--- src/ebac_pkg.sv ---
package ebac_pkg;
   localparam int          ADDR_W        = 24;
   localparam int          REG_AW        = 4;
   localparam int          AREA_LSB      = 21;
   localparam int          NUM_CS        = 6;
   localparam int          NUM_UPPER     = 16;
   // register indices on the plain port
   localparam logic [3:0]  OFS_WIDTH     = 4'h0;
   localparam logic [3:0]  OFS_STATE     = 4'h1;
   localparam logic [3:0]  OFS_PW_HIGH   = 4'h2;
   localparam logic [3:0]  OFS_PW_LOW    = 4'h3;
   localparam logic [3:0]  OFS_BC_HIGH   = 4'h4;
   localparam logic [3:0]  OFS_BC_LOW    = 4'h5;
   localparam logic [3:0]  OFS_PIN_FUNC  = 4'h6;
   localparam logic [3:0]  OFS_SYS_CTRL  = 4'h7;
   localparam logic [3:0]  OFS_CS_DIR    = 4'h8;
   localparam logic [3:0]  OFS_ADIR_LO   = 4'h9;
   localparam logic [3:0]  OFS_ADIR_HI   = 4'ha;
   // field positions
   localparam int          BCL_RELEASE   = 7;
   localparam int          BCL_STALL     = 0;
   localparam int          BCH_BURST     = 5;
   localparam int          SYS_RAM_EN    = 0;
   localparam logic [7:0]  BCL_WMASK     = 8'hdf;
   // reset values
   localparam logic [7:0]  RST_STATE     = 8'hff;
   localparam logic [7:0]  RST_PW        = 8'hff;
   localparam logic [7:0]  RST_BC_HIGH   = 8'hd0;
   localparam logic [7:0]  RST_BC_LOW    = 8'h08;
   localparam logic [7:0]  RST_SYS_CTRL  = 8'h01;
   localparam logic [7:0]  RST_W_WIDE    = 8'h00;
   localparam logic [7:0]  RST_W_NARROW  = 8'hff;
   localparam logic [3:0]  RST_AE_ROMLESS = 4'hd;
   localparam logic [3:0]  RST_AE_ROM    = 4'h0;
   localparam logic [5:0]  RST_CS_ROMLESS = 6'h01;
   localparam logic [5:0]  RST_CS_ROM    = 6'h00;
   localparam logic [2:0]  MODE_WIDE     = 3'h4;
   // access lengths in states
   localparam logic [2:0]  ST_ONCHIP     = 3'h1;
   localparam logic [2:0]  ST_PERIPH     = 3'h2;
   localparam logic [2:0]  ST_SHORT      = 3'h2;
   localparam logic [2:0]  ST_LONG       = 3'h3;

   typedef enum logic [1:0] {ROUTE_ROM, ROUTE_RAM, ROUTE_IO, ROUTE_EXT} ebac_route_t;

   typedef struct packed {
      logic                valid;
      logic                write;
      logic [ADDR_W-1:0]   addr;
   } ebac_req_t;

   typedef struct packed {
      logic                done;
      ebac_route_t         route;
      logic                wide16;
      logic [2:0]          area;
   } ebac_rsp_t;
endpackage

--- src/ebac_top.sv ---
// Overview of operation
// - release bit 0 keeps release pins as ports; 1 permits bus release.
// - low bus control bit 5 reads 0; reserved bits written as software says.
// - low bus control bit 0 gates the external stall pin.
// - four-bit code enables that many upper address lines from 8; 1111 all.
// - enabled pins drive address regardless of direction; others are ports.
// - address code resets to 1101 in modes 4 and 5, 0000 in 6 and 7.
// - sixteen megabytes split into eight two-megabyte areas, controlled per area.
// - one active-low select per area 0 to 5, low during an external access to it.
// - each select pin drives only when its direction bit is output.
// - ROM-disabled mode: area 0 select direction output, others input.
// - ROM-enabled mode: all select directions input until software sets them.
// - width bit 0 selects 16-bit area, 1 selects 8-bit area.
// - 8-bit bus mode only if all areas narrow; burst ROM forces 16-bit.
// - state bit 0 gives 2-state no waits; 1 gives 3-state with waits.
// - 3-state areas get 0 to 3 program waits from their wait field.
// - burst ROM area 0 takes its state count from its state bit, like other areas.
// - after reset every area is basic 3-state; width depends on mode.
// - only area 0 may use burst ROM; other areas basic only.
// - RAM enable routes area 7 RAM range internally, else external.
// - a state is one clock; on-chip ROM and RAM take one state.
// - on-chip peripheral registers take two states.
// - after program waits, stall pin low adds waits until it rises.
module ebac_top
   import ebac_pkg::*;
#(
   parameter logic [23:0] ROM_SIZE = 24'h020000,
   parameter logic [23:0] RAM_BASE = 24'hffb000,
   parameter logic [23:0] IO_BASE  = 24'hffc000
) (
   input  wire logic                        clock,          // 50 MHz system clock
   input  wire logic                        reset_n,        // power-on reset
   input  wire logic [2:0]                  mode_in,        // operating mode strap, 4 to 7
   input  wire logic [ebac_pkg::REG_AW-1:0] reg_addr,       // register index
   input  wire logic [7:0]                  reg_wdata,      // register write data
   input  wire logic                        reg_wr,         // write strobe
   input  wire logic                        reg_rd,         // read strobe
   output logic [7:0]                       reg_rdata,      // read data, cycle after strobe
   input  wire ebac_pkg::ebac_req_t         req,            // bus master access request
   output logic                             req_ready,      // idle, request may be made
   output ebac_pkg::ebac_rsp_t              rsp,            // access done pulse and details
   input  wire logic                        stall_n_in,     // external wait pin, low stalls
   input  wire logic                        release_request_pin, // bus release request
   output logic                             release_permit, // release pins act as bus pins
   output logic                             release_grant,  // release request accepted
   output logic                             stall_pin_enable, // wait pin in bus use
   output logic                             bus16,          // 16-bit bus mode
   output logic [5:0]                       area_select_n,  // area chip selects
   output logic [5:0]                       area_select_oe, // chip select pin enables
   input  wire logic [15:0]                 port_dout,      // port data for A8..A23 pins
   output logic [15:0]                      addr_pin_out,   // A8..A23 pin level
   output logic [15:0]                      addr_pin_oe     // A8..A23 pin enables
);
   // refused at elaboration, so a bad map never reaches a run
   if (IO_BASE <= RAM_BASE || RAM_BASE[23:21] != 3'h7) begin : g_bad_map
      $error("ebac_top: on-chip ram and io ranges must sit in area 7, ram below io");
   end

   typedef enum {IDLE, BUSY} ebac_state_t;

   logic              rst_meta_q;
   logic              rst_sync_q;
   logic              init_q;
   logic [2:0]        mode_q;
   logic [7:0]        width_q;
   logic [7:0]        state_q;
   logic [7:0]        pw_high_q;
   logic [7:0]        pw_low_q;
   logic [7:0]        bc_high_q;
   logic [7:0]        bc_low_q;
   logic [3:0]        ae_q;
   logic [7:0]        sys_q;
   logic [5:0]        cs_dir_q;
   logic [15:0]       adir_q;
   ebac_state_t       fsm_q;
   logic [2:0]        cnt_q;
   logic              waitable_q;
   logic [23:0]       addr_q;
   logic [7:0]        rd_d;
   logic [4:0]        ae_lines;
   logic [15:0]       ae_mask;
   logic              rom_disabled;
   logic              ram_en;
   logic              burst0;

   // ---- reset release and mode capture ----
   always_ff @(posedge clock or negedge reset_n) begin
      if (!reset_n) begin
         rst_meta_q <= 1'b0;
         rst_sync_q <= 1'b0;
      end else begin
         rst_meta_q <= 1'b1;
         rst_sync_q <= rst_meta_q;
      end
   end

   // strap is caught on the first edge after release, never by the reset itself
   always_ff @(posedge clock or negedge rst_sync_q) begin
      if (!rst_sync_q) begin
         init_q <= 1'b0;
         mode_q <= 3'h7;
      end else if (!init_q) begin
         init_q <= 1'b1;
         mode_q <= mode_in;
      end
   end

   assign rom_disabled = ~mode_q[1];
   assign ram_en       = sys_q[SYS_RAM_EN];
   assign burst0       = bc_high_q[BCH_BURST];

   function automatic logic [4:0] ae_count(input logic [3:0] code);
      ae_count = (code == 4'hf) ? 5'd16 : {1'b0, code};
   endfunction

   function automatic logic [1:0] pwait(input logic [2:0] area,
                                        input logic [7:0] hi,
                                        input logic [7:0] lo);
      logic [15:0] all;
      all   = {hi, lo};
      pwait = all[{area, 1'b0} +: 2];
   endfunction

   assign ae_lines = ae_count(ae_q);
   always_comb begin
      for (int i = 0; i < NUM_UPPER; i++) begin
         ae_mask[i] = (5'(i) < ae_lines);
      end
   end

   // ---- register file ----
   always_ff @(posedge clock or negedge rst_sync_q) begin
      if (!rst_sync_q) begin
         width_q   <= RST_W_NARROW;
         state_q   <= RST_STATE;
         pw_high_q <= RST_PW;
         pw_low_q  <= RST_PW;
         bc_high_q <= RST_BC_HIGH;
         bc_low_q  <= RST_BC_LOW;
         ae_q      <= RST_AE_ROM;
         sys_q     <= RST_SYS_CTRL;
         cs_dir_q  <= RST_CS_ROM;
         adir_q    <= 16'h0000;
      end else if (!init_q) begin
         // mode-dependent reset values land once the strap is known
         width_q  <= (mode_in == MODE_WIDE) ? RST_W_WIDE : RST_W_NARROW;
         ae_q     <= mode_in[1] ? RST_AE_ROM : RST_AE_ROMLESS;
         cs_dir_q <= mode_in[1] ? RST_CS_ROM : RST_CS_ROMLESS;
      end else if (reg_wr) begin
         unique case (reg_addr)
            OFS_WIDTH:    width_q   <= reg_wdata;
            OFS_STATE:    state_q   <= reg_wdata;
            OFS_PW_HIGH:  pw_high_q <= reg_wdata;
            OFS_PW_LOW:   pw_low_q  <= reg_wdata;
            OFS_BC_HIGH:  bc_high_q <= reg_wdata;
            OFS_BC_LOW:   bc_low_q  <= reg_wdata & BCL_WMASK;
            OFS_PIN_FUNC: ae_q      <= reg_wdata[3:0];
            OFS_SYS_CTRL: sys_q     <= reg_wdata;
            OFS_CS_DIR:   cs_dir_q  <= reg_wdata[5:0];
            OFS_ADIR_LO:  adir_q[7:0]  <= reg_wdata;
            OFS_ADIR_HI:  adir_q[15:8] <= reg_wdata;
            default: ;
         endcase
      end
   end

   always_comb begin
      unique case (reg_addr)
         OFS_WIDTH:    rd_d = width_q;
         OFS_STATE:    rd_d = state_q;
         OFS_PW_HIGH:  rd_d = pw_high_q;
         OFS_PW_LOW:   rd_d = pw_low_q;
         OFS_BC_HIGH:  rd_d = bc_high_q;
         OFS_BC_LOW:   rd_d = bc_low_q & BCL_WMASK;
         OFS_PIN_FUNC: rd_d = {4'h0, ae_q};
         OFS_SYS_CTRL: rd_d = sys_q;
         OFS_CS_DIR:   rd_d = {2'b00, cs_dir_q};
         OFS_ADIR_LO:  rd_d = adir_q[7:0];
         OFS_ADIR_HI:  rd_d = adir_q[15:8];
         default:      rd_d = 8'h00;
      endcase
   end

   always_ff @(posedge clock or negedge rst_sync_q) begin
      if (!rst_sync_q) begin
         reg_rdata <= 8'h00;
      end else begin
         reg_rdata <= reg_rd ? rd_d : 8'h00;
      end
   end

   // ---- static pin functions ----
   always_ff @(posedge clock or negedge rst_sync_q) begin
      if (!rst_sync_q) begin
         release_permit   <= 1'b0;
         release_grant    <= 1'b0;
         stall_pin_enable <= 1'b0;
         bus16            <= 1'b0;
      end else begin
         release_permit   <= bc_low_q[BCL_RELEASE];
         release_grant    <= bc_low_q[BCL_RELEASE] & release_request_pin;
         stall_pin_enable <= bc_low_q[BCL_STALL];
         bus16            <= ~(&width_q) | burst0;
      end
   end

   // ---- access sequencer ----
   logic [2:0]        acc_area;
   ebac_route_t       acc_route;
   logic [2:0]        acc_len;
   logic              acc_wide;
   logic              acc_wait;
   logic [2:0]        ext_len;

   always_comb begin
      acc_area = req.addr[ADDR_W-1:AREA_LSB];
      if (acc_area == 3'h0 && !rom_disabled && req.addr < ROM_SIZE) begin
         acc_route = ROUTE_ROM;
      end else if (acc_area == 3'h7 && req.addr >= IO_BASE) begin
         acc_route = ROUTE_IO;
      end else if (acc_area == 3'h7 && req.addr >= RAM_BASE && ram_en) begin
         acc_route = ROUTE_RAM;
      end else begin
         acc_route = ROUTE_EXT;
      end
      // burst ROM full access follows the area 0 state bit as well
      ext_len = state_q[acc_area] ? ST_LONG + 3'(pwait(acc_area, pw_high_q, pw_low_q))
                                  : ST_SHORT;
      unique case (acc_route)
         ROUTE_ROM, ROUTE_RAM: acc_len = ST_ONCHIP;
         ROUTE_IO:             acc_len = ST_PERIPH;
         ROUTE_EXT:            acc_len = ext_len;
      endcase
      acc_wide = (acc_route != ROUTE_EXT) ? 1'b1
               : (~width_q[acc_area] | (acc_area == 3'h0 && burst0));
      acc_wait = (acc_route == ROUTE_EXT) && state_q[acc_area];
   end

   always_ff @(posedge clock or negedge rst_sync_q) begin
      if (!rst_sync_q) begin
         fsm_q         <= IDLE;
         cnt_q         <= 3'h0;
         waitable_q    <= 1'b0;
         addr_q        <= 24'h000000;
         req_ready     <= 1'b0;
         rsp           <= '0;
         area_select_n <= 6'h3f;
      end else begin
         rsp.done <= 1'b0;
         unique case (fsm_q)
            IDLE: begin
               req_ready <= init_q;
               if (req.valid && req_ready) begin
                  fsm_q         <= BUSY;
                  req_ready     <= 1'b0;
                  cnt_q         <= acc_len - 3'h1;
                  waitable_q    <= acc_wait;
                  addr_q        <= req.addr;
                  rsp.route     <= acc_route;
                  rsp.wide16    <= acc_wide;
                  rsp.area      <= acc_area;
                  if (acc_route == ROUTE_EXT && acc_area < 3'(NUM_CS)) begin
                     area_select_n[acc_area] <= 1'b0;
                  end
               end
            end
            BUSY: begin
               if (cnt_q == 3'h0) begin
                  fsm_q         <= IDLE;
                  rsp.done      <= 1'b1;
                  req_ready     <= 1'b1;
                  area_select_n <= 6'h3f;
               end else if (waitable_q && cnt_q == 3'h1 && bc_low_q[BCL_STALL]
                            && !stall_n_in) begin
                  cnt_q <= cnt_q;
               end else begin
                  cnt_q <= cnt_q - 3'h1;
               end
            end
         endcase
      end
   end

   // ---- pin drivers ----
   always_ff @(posedge clock or negedge rst_sync_q) begin
      if (!rst_sync_q) begin
         area_select_oe <= 6'h00;
         addr_pin_out   <= 16'h0000;
         addr_pin_oe    <= 16'h0000;
      end else begin
         area_select_oe <= cs_dir_q;
         for (int i = 0; i < NUM_UPPER; i++) begin
            addr_pin_out[i] <= ae_mask[i] ? addr_q[8+i] : port_dout[i];
            addr_pin_oe[i]  <= ae_mask[i] | adir_q[i];
         end
      end
   end
endmodule

--- config.mk ---
export PLATFORM = sky130hd
export DESIGN_NAME = ebac_top
export DESIGN_NICKNAME = d
export VERILOG_FILES = /design/src/ebac_pkg.sv /design/src/ebac_top.sv
export SDC_FILE = /design/constraint.sdc
export NUM_CORES = 1
export LEC_CHECK = 0
export BUFFER_PORTS_ARGS = -buffer_cell sky130_fd_sc_hd__buf_4
export CORE_MARGIN = 5
export CORE_UTILIZATION = 45
export DETAILED_ROUTE_END_ITERATION = 16
export PLACE_DENSITY = 0.8
export SLEW_MARGIN = 20
export SYNTH_ARGS = -nofsm -noshare
export SYNTH_HDL_FRONTEND = slang
export SYNTH_SLANG_ARGS = --single-unit
--- constraint.sdc ---
create_clock -name clock -period 4.91 [get_ports clock]
set_input_delay 0.2455 -clock clock [delete_from_list [all_inputs] [get_ports clock]]
set_output_delay 0.2455 -clock clock [all_outputs]
set_load 0.005 [all_outputs]
==> metrics.md <==
| Metric | Value |
|---|---|
| Syn. warnings | `0` |
| Worst Skew | `around 0.0063 ns` |
| Clock slew at reported path FFs | `0.07 ns` |
| Post_cts resized | `0` |
| Vias | `about 5600` |
| WL final | `approximately 21000 um` |
| Pwr dens | `about 450 nW/um2` |
| Fmax | `~420 MHz` |
| Full die area | `19800 um2` |
| Die width | `around 140 um` |
| Startpoint Class | `register` |
| CTS Sinks | `167` |
| Switch Pwr | `1180 uW` |
| Top post-synthesis cells by count | `dfrtp_1 (123), mux2_2 (90), nand2_1 (78)` |
| Worst hold slack | `slightly below 0.02 ns` |
| CP arrival | `2.72 ns` |
| Port bufs | `117` |
| Initial DRC Count | `just under 600` |
| Final Hold Viols | `0` |
| Reg2Reg Setup Slack | `about 2.5 ns` |
| I/O Pins | `127` |
| Crit-path leading delay family | `compound AO/OA/AOI/OAI gates` |
| Reg2Reg Depth | `10` |
| Seq/Total Area, Yosys | `0.550` |
| CP max stage delay | `roughly 0.56 ns` |
| Post-route DRC violation count | `0` |
| RSZ-0062 raised after global routing | `no` |
| CP cell instances | `mux2i_1 > a211oi_1 > a211o_1 > inv_1 > ha_1 > inv_1 > o21ai_0 > ha_1 > mux2_2 > o31ai_1` |
| DR WL/cell | `just over 20 um` |
| DP Cell Count | `around 960` |
| Htree depth | `4` |
| Worst setup margin | `~2.5 ns` |
| Main synth FF type | `dfrtp_1` |
| Gr usage total | `0.213` |
| Number of cells on the critical path | `10` |
| Area delta synth->final | `20.8%` |
| Reg-to-Reg End | `cnt_q[1]` |
| Initial antenna violation count | `0` |
| Final ANT Viol Nets | `0` |
| Non-filler cells, final | `between 900 and 1000` |
| Final Setup Violations | `0` |
| Synth async-reset ratio | `1.00` |
| DR pass1 iterations | `5` |
| Hold crit path type | `primary input to register` |
| Total grt overflow | `0` |
| Max VDD drop | `~0.27 mV` |
| Core area | `around 17000 um2` |
| Syn Std Cell Area | `slightly below 8000 um2` |
| Period utilization | `0.486` |
| Top cells by area, synth | `dfrtp_1 (40%), dfstp_2 (15%), mux2_2 (13%)` |
| Crit path kind | `register to register` |
| Sw frac | `0.283` |
| Leakage Power | `0.00428 uW` |
| Avg Inst Size Synth | `roughly 12 um2` |
| Crit path max-delay cell type | `dfstp_2` |
| Critical Path Start | `pw_high_q[6]` |
| Netlist cell types | `62` |
| Clk pwr share | `0.323` |
| Vias in the first global route | `between 5000 and 6000` |
| Most numerous cell in the Yosys netlist | `dfrtp_1` |
| Cell count after synthesis | `approximately 660` |
| Antenna diodes | `0` |
| Worst-Margin Slew | `roughly 0.82 ns` |
| Clock latency on the worst-skew pair | `roughly 0.43 ns` |
| Chip Height | `between 100 and 150 um` |
| Placement-stage worst setup slack | `~2.4 ns` |
| Critical path capture point type | `register` |
| Crit path max fanout | `3` |
| Beginning of the worst register-to-register path | `pw_high_q[6]` |
| Yosys top cell by area | `dfrtp_1` |
| Final slew viol count | `0` |
| WP data required | `~5.3 ns` |
| Worst Path Buf+Inv | `2` |
| Comb pwr share | `0.211` |
| Dpl hpwl | `14200 um` |
| Largest net degree at the start of global routing | `around 100` |
| Max Root-Sink Buffers | `2` |
| Seq cells post-synth | `167` |
| Tmin final | `~2.4 ns` |
| Share of layout cells above drive strength 1 | `0.388` |
| Worst setup endpoint | `cnt_q[1]` |
| Sequential Power Share | `0.466` |
| Worst slew margin | `0.451` |
| Outcome | `finished clean` |
| Via-to-Cell Ratio | `roughly 5.7` |
| CTS tree | `built` |
| Max-capacitance violation count | `0` |
| Post-synth EDFFs | `0` |
| First-pass GRT wire length | `~33000 um` |
| Starting density of the core | `0.461` |
| Cts bufs inserted | `17` |
| Internal power | `between 2000 and 3000 uW` |
| Row cnt | `47` |
| Top cell type's share of synthesized area | `0.400` |
| Routability-driven placement congestion ratio | `a little over 0.9` |
| NumNets Final | `827` |
| Final setup TNS | `0 ns` |
| Root Driver | `clkbuf_16` |
==> sequential cells by signal, indices dropped and copies added, names as in the netlist, 7 cells and up <==
signal / count
adir_q: 16
bc_high_q: 8
pw_high_q: 8
reg_rdata: 8
rsp: 7
addr_q: 13
sys_q: 8
state_q: 8
width_q: 8
pw_low_q: 8
addr_pin_out: 16
addr_pin_oe: 16
bc_low_q: 7
==> stage by stage <==
step | instance area, um2 | util | total power, uW
6_report | 9310 | 0.557 | 4170
5_1_grt | 9310 | 0.557 | 4370
4_1_cts | 9310 | 0.557 | 4190
3_5_place_dp | 8700 | 0.521 | 2840
3_3_place_gp | 8700 | 0.521 | 2800
2_1_floorplan | 7710 | - | 2440
==> layout by cell type, fill, tap and decap left out, types with 3 or more instances in the layout <==
cell          n
nor2b_1      16
or2_2         4
nand2b_1     17
o21a_1        6
mux2i_1      36
a21oi_1      21
nand3b_1      4
dfrtp_1     122
nand4_1       3
mux2_2       90
a22oi_1       6
dfstp_2      44
bufinv_16     3
nor3_1       11
o22ai_1       3
a22o_1        6
nand2_1      78
o31ai_1       5
nor2_1       24
and2_1        4
a32oi_1       8
buf_4       119
o21ai_0      28
clkinv_2      3
clkinvlp_4    3
ha_1          5
clkbuf_16    17
nand3_1      13
a31oi_1       3
inv_1        14
==> layer usage <==
layer  track usage  vias up  part of all wire
met3        0.0572       38             0.081
met5             0        -                 0
met2         0.325      266              0.46
met1         0.300     2795              0.44
met4        0.0627        0             0.022
li1              -     2537                 -
==> repair_timing <==
action / in CTS / in global routing
hold buffers: 2 / 0
endpoints found under the hold margin: 3 / 0
setup buffers: 0 / 0
==> how the worst min path moves through the flow <==
stage             from          to  slack, ns  depth (start not counted)
2_1_floorplan  reset_n  rst_meta_q      -0.05                          0
4_1_cts        req[10]  addr_q[10]      0.008                          3
5_1_grt        req[10]  addr_q[10]       0.02                          3
3_3_place_gp   reset_n  rst_meta_q       0.03                          1
6_report       req[10]  addr_q[10]       0.02                          3
3_5_place_dp   reset_n  rst_meta_q       0.03                          1
==> worst min-delay path: cells and delay by family <==
kind	cells	cell delay, ns
buf+inv	1	0.08
simple gates	2	0.09
==> logic make-up after synthesis <==
group | count (synthesis) | share of synthesized area
multiplexers | 128 | 0.184
flip-flops | 167 | 0.550
adder cells (fa/ha/maj) | 5 | 0.00812
AO/OA/AOI/OAI | 109 | 0.0954
AND/OR/NAND/NOR | 192 | 0.129
buffers and inverters | 54 | 0.0331
other | 1 | 0.000487
==> power by group through the flow <==
stage	logic, uW	clock network (uW)	registers [uW]
6_report	879	1350	1940
2_1_floorplan	547	0	1900
3_5_place_dp	879	0	1960
5_1_grt	966	1420	1980
4_1_cts	886	1360	1940
3_3_place_gp	853	0	1950
==> cell type report <==
cell class | count | area (um2)
Clock buffer | 19 | 433
Multi-Input combinational cell | 436 | 3220
Tap cell | 220 | 275
Sequential cell | 167 | 4240
Fill cell | 1411 | 7400
Inverter | 15 | 56.3
Clock inverter | 12 | 154
Timing Repair Buffer | 122 | 933
Power figures use the tool's default switching activity.
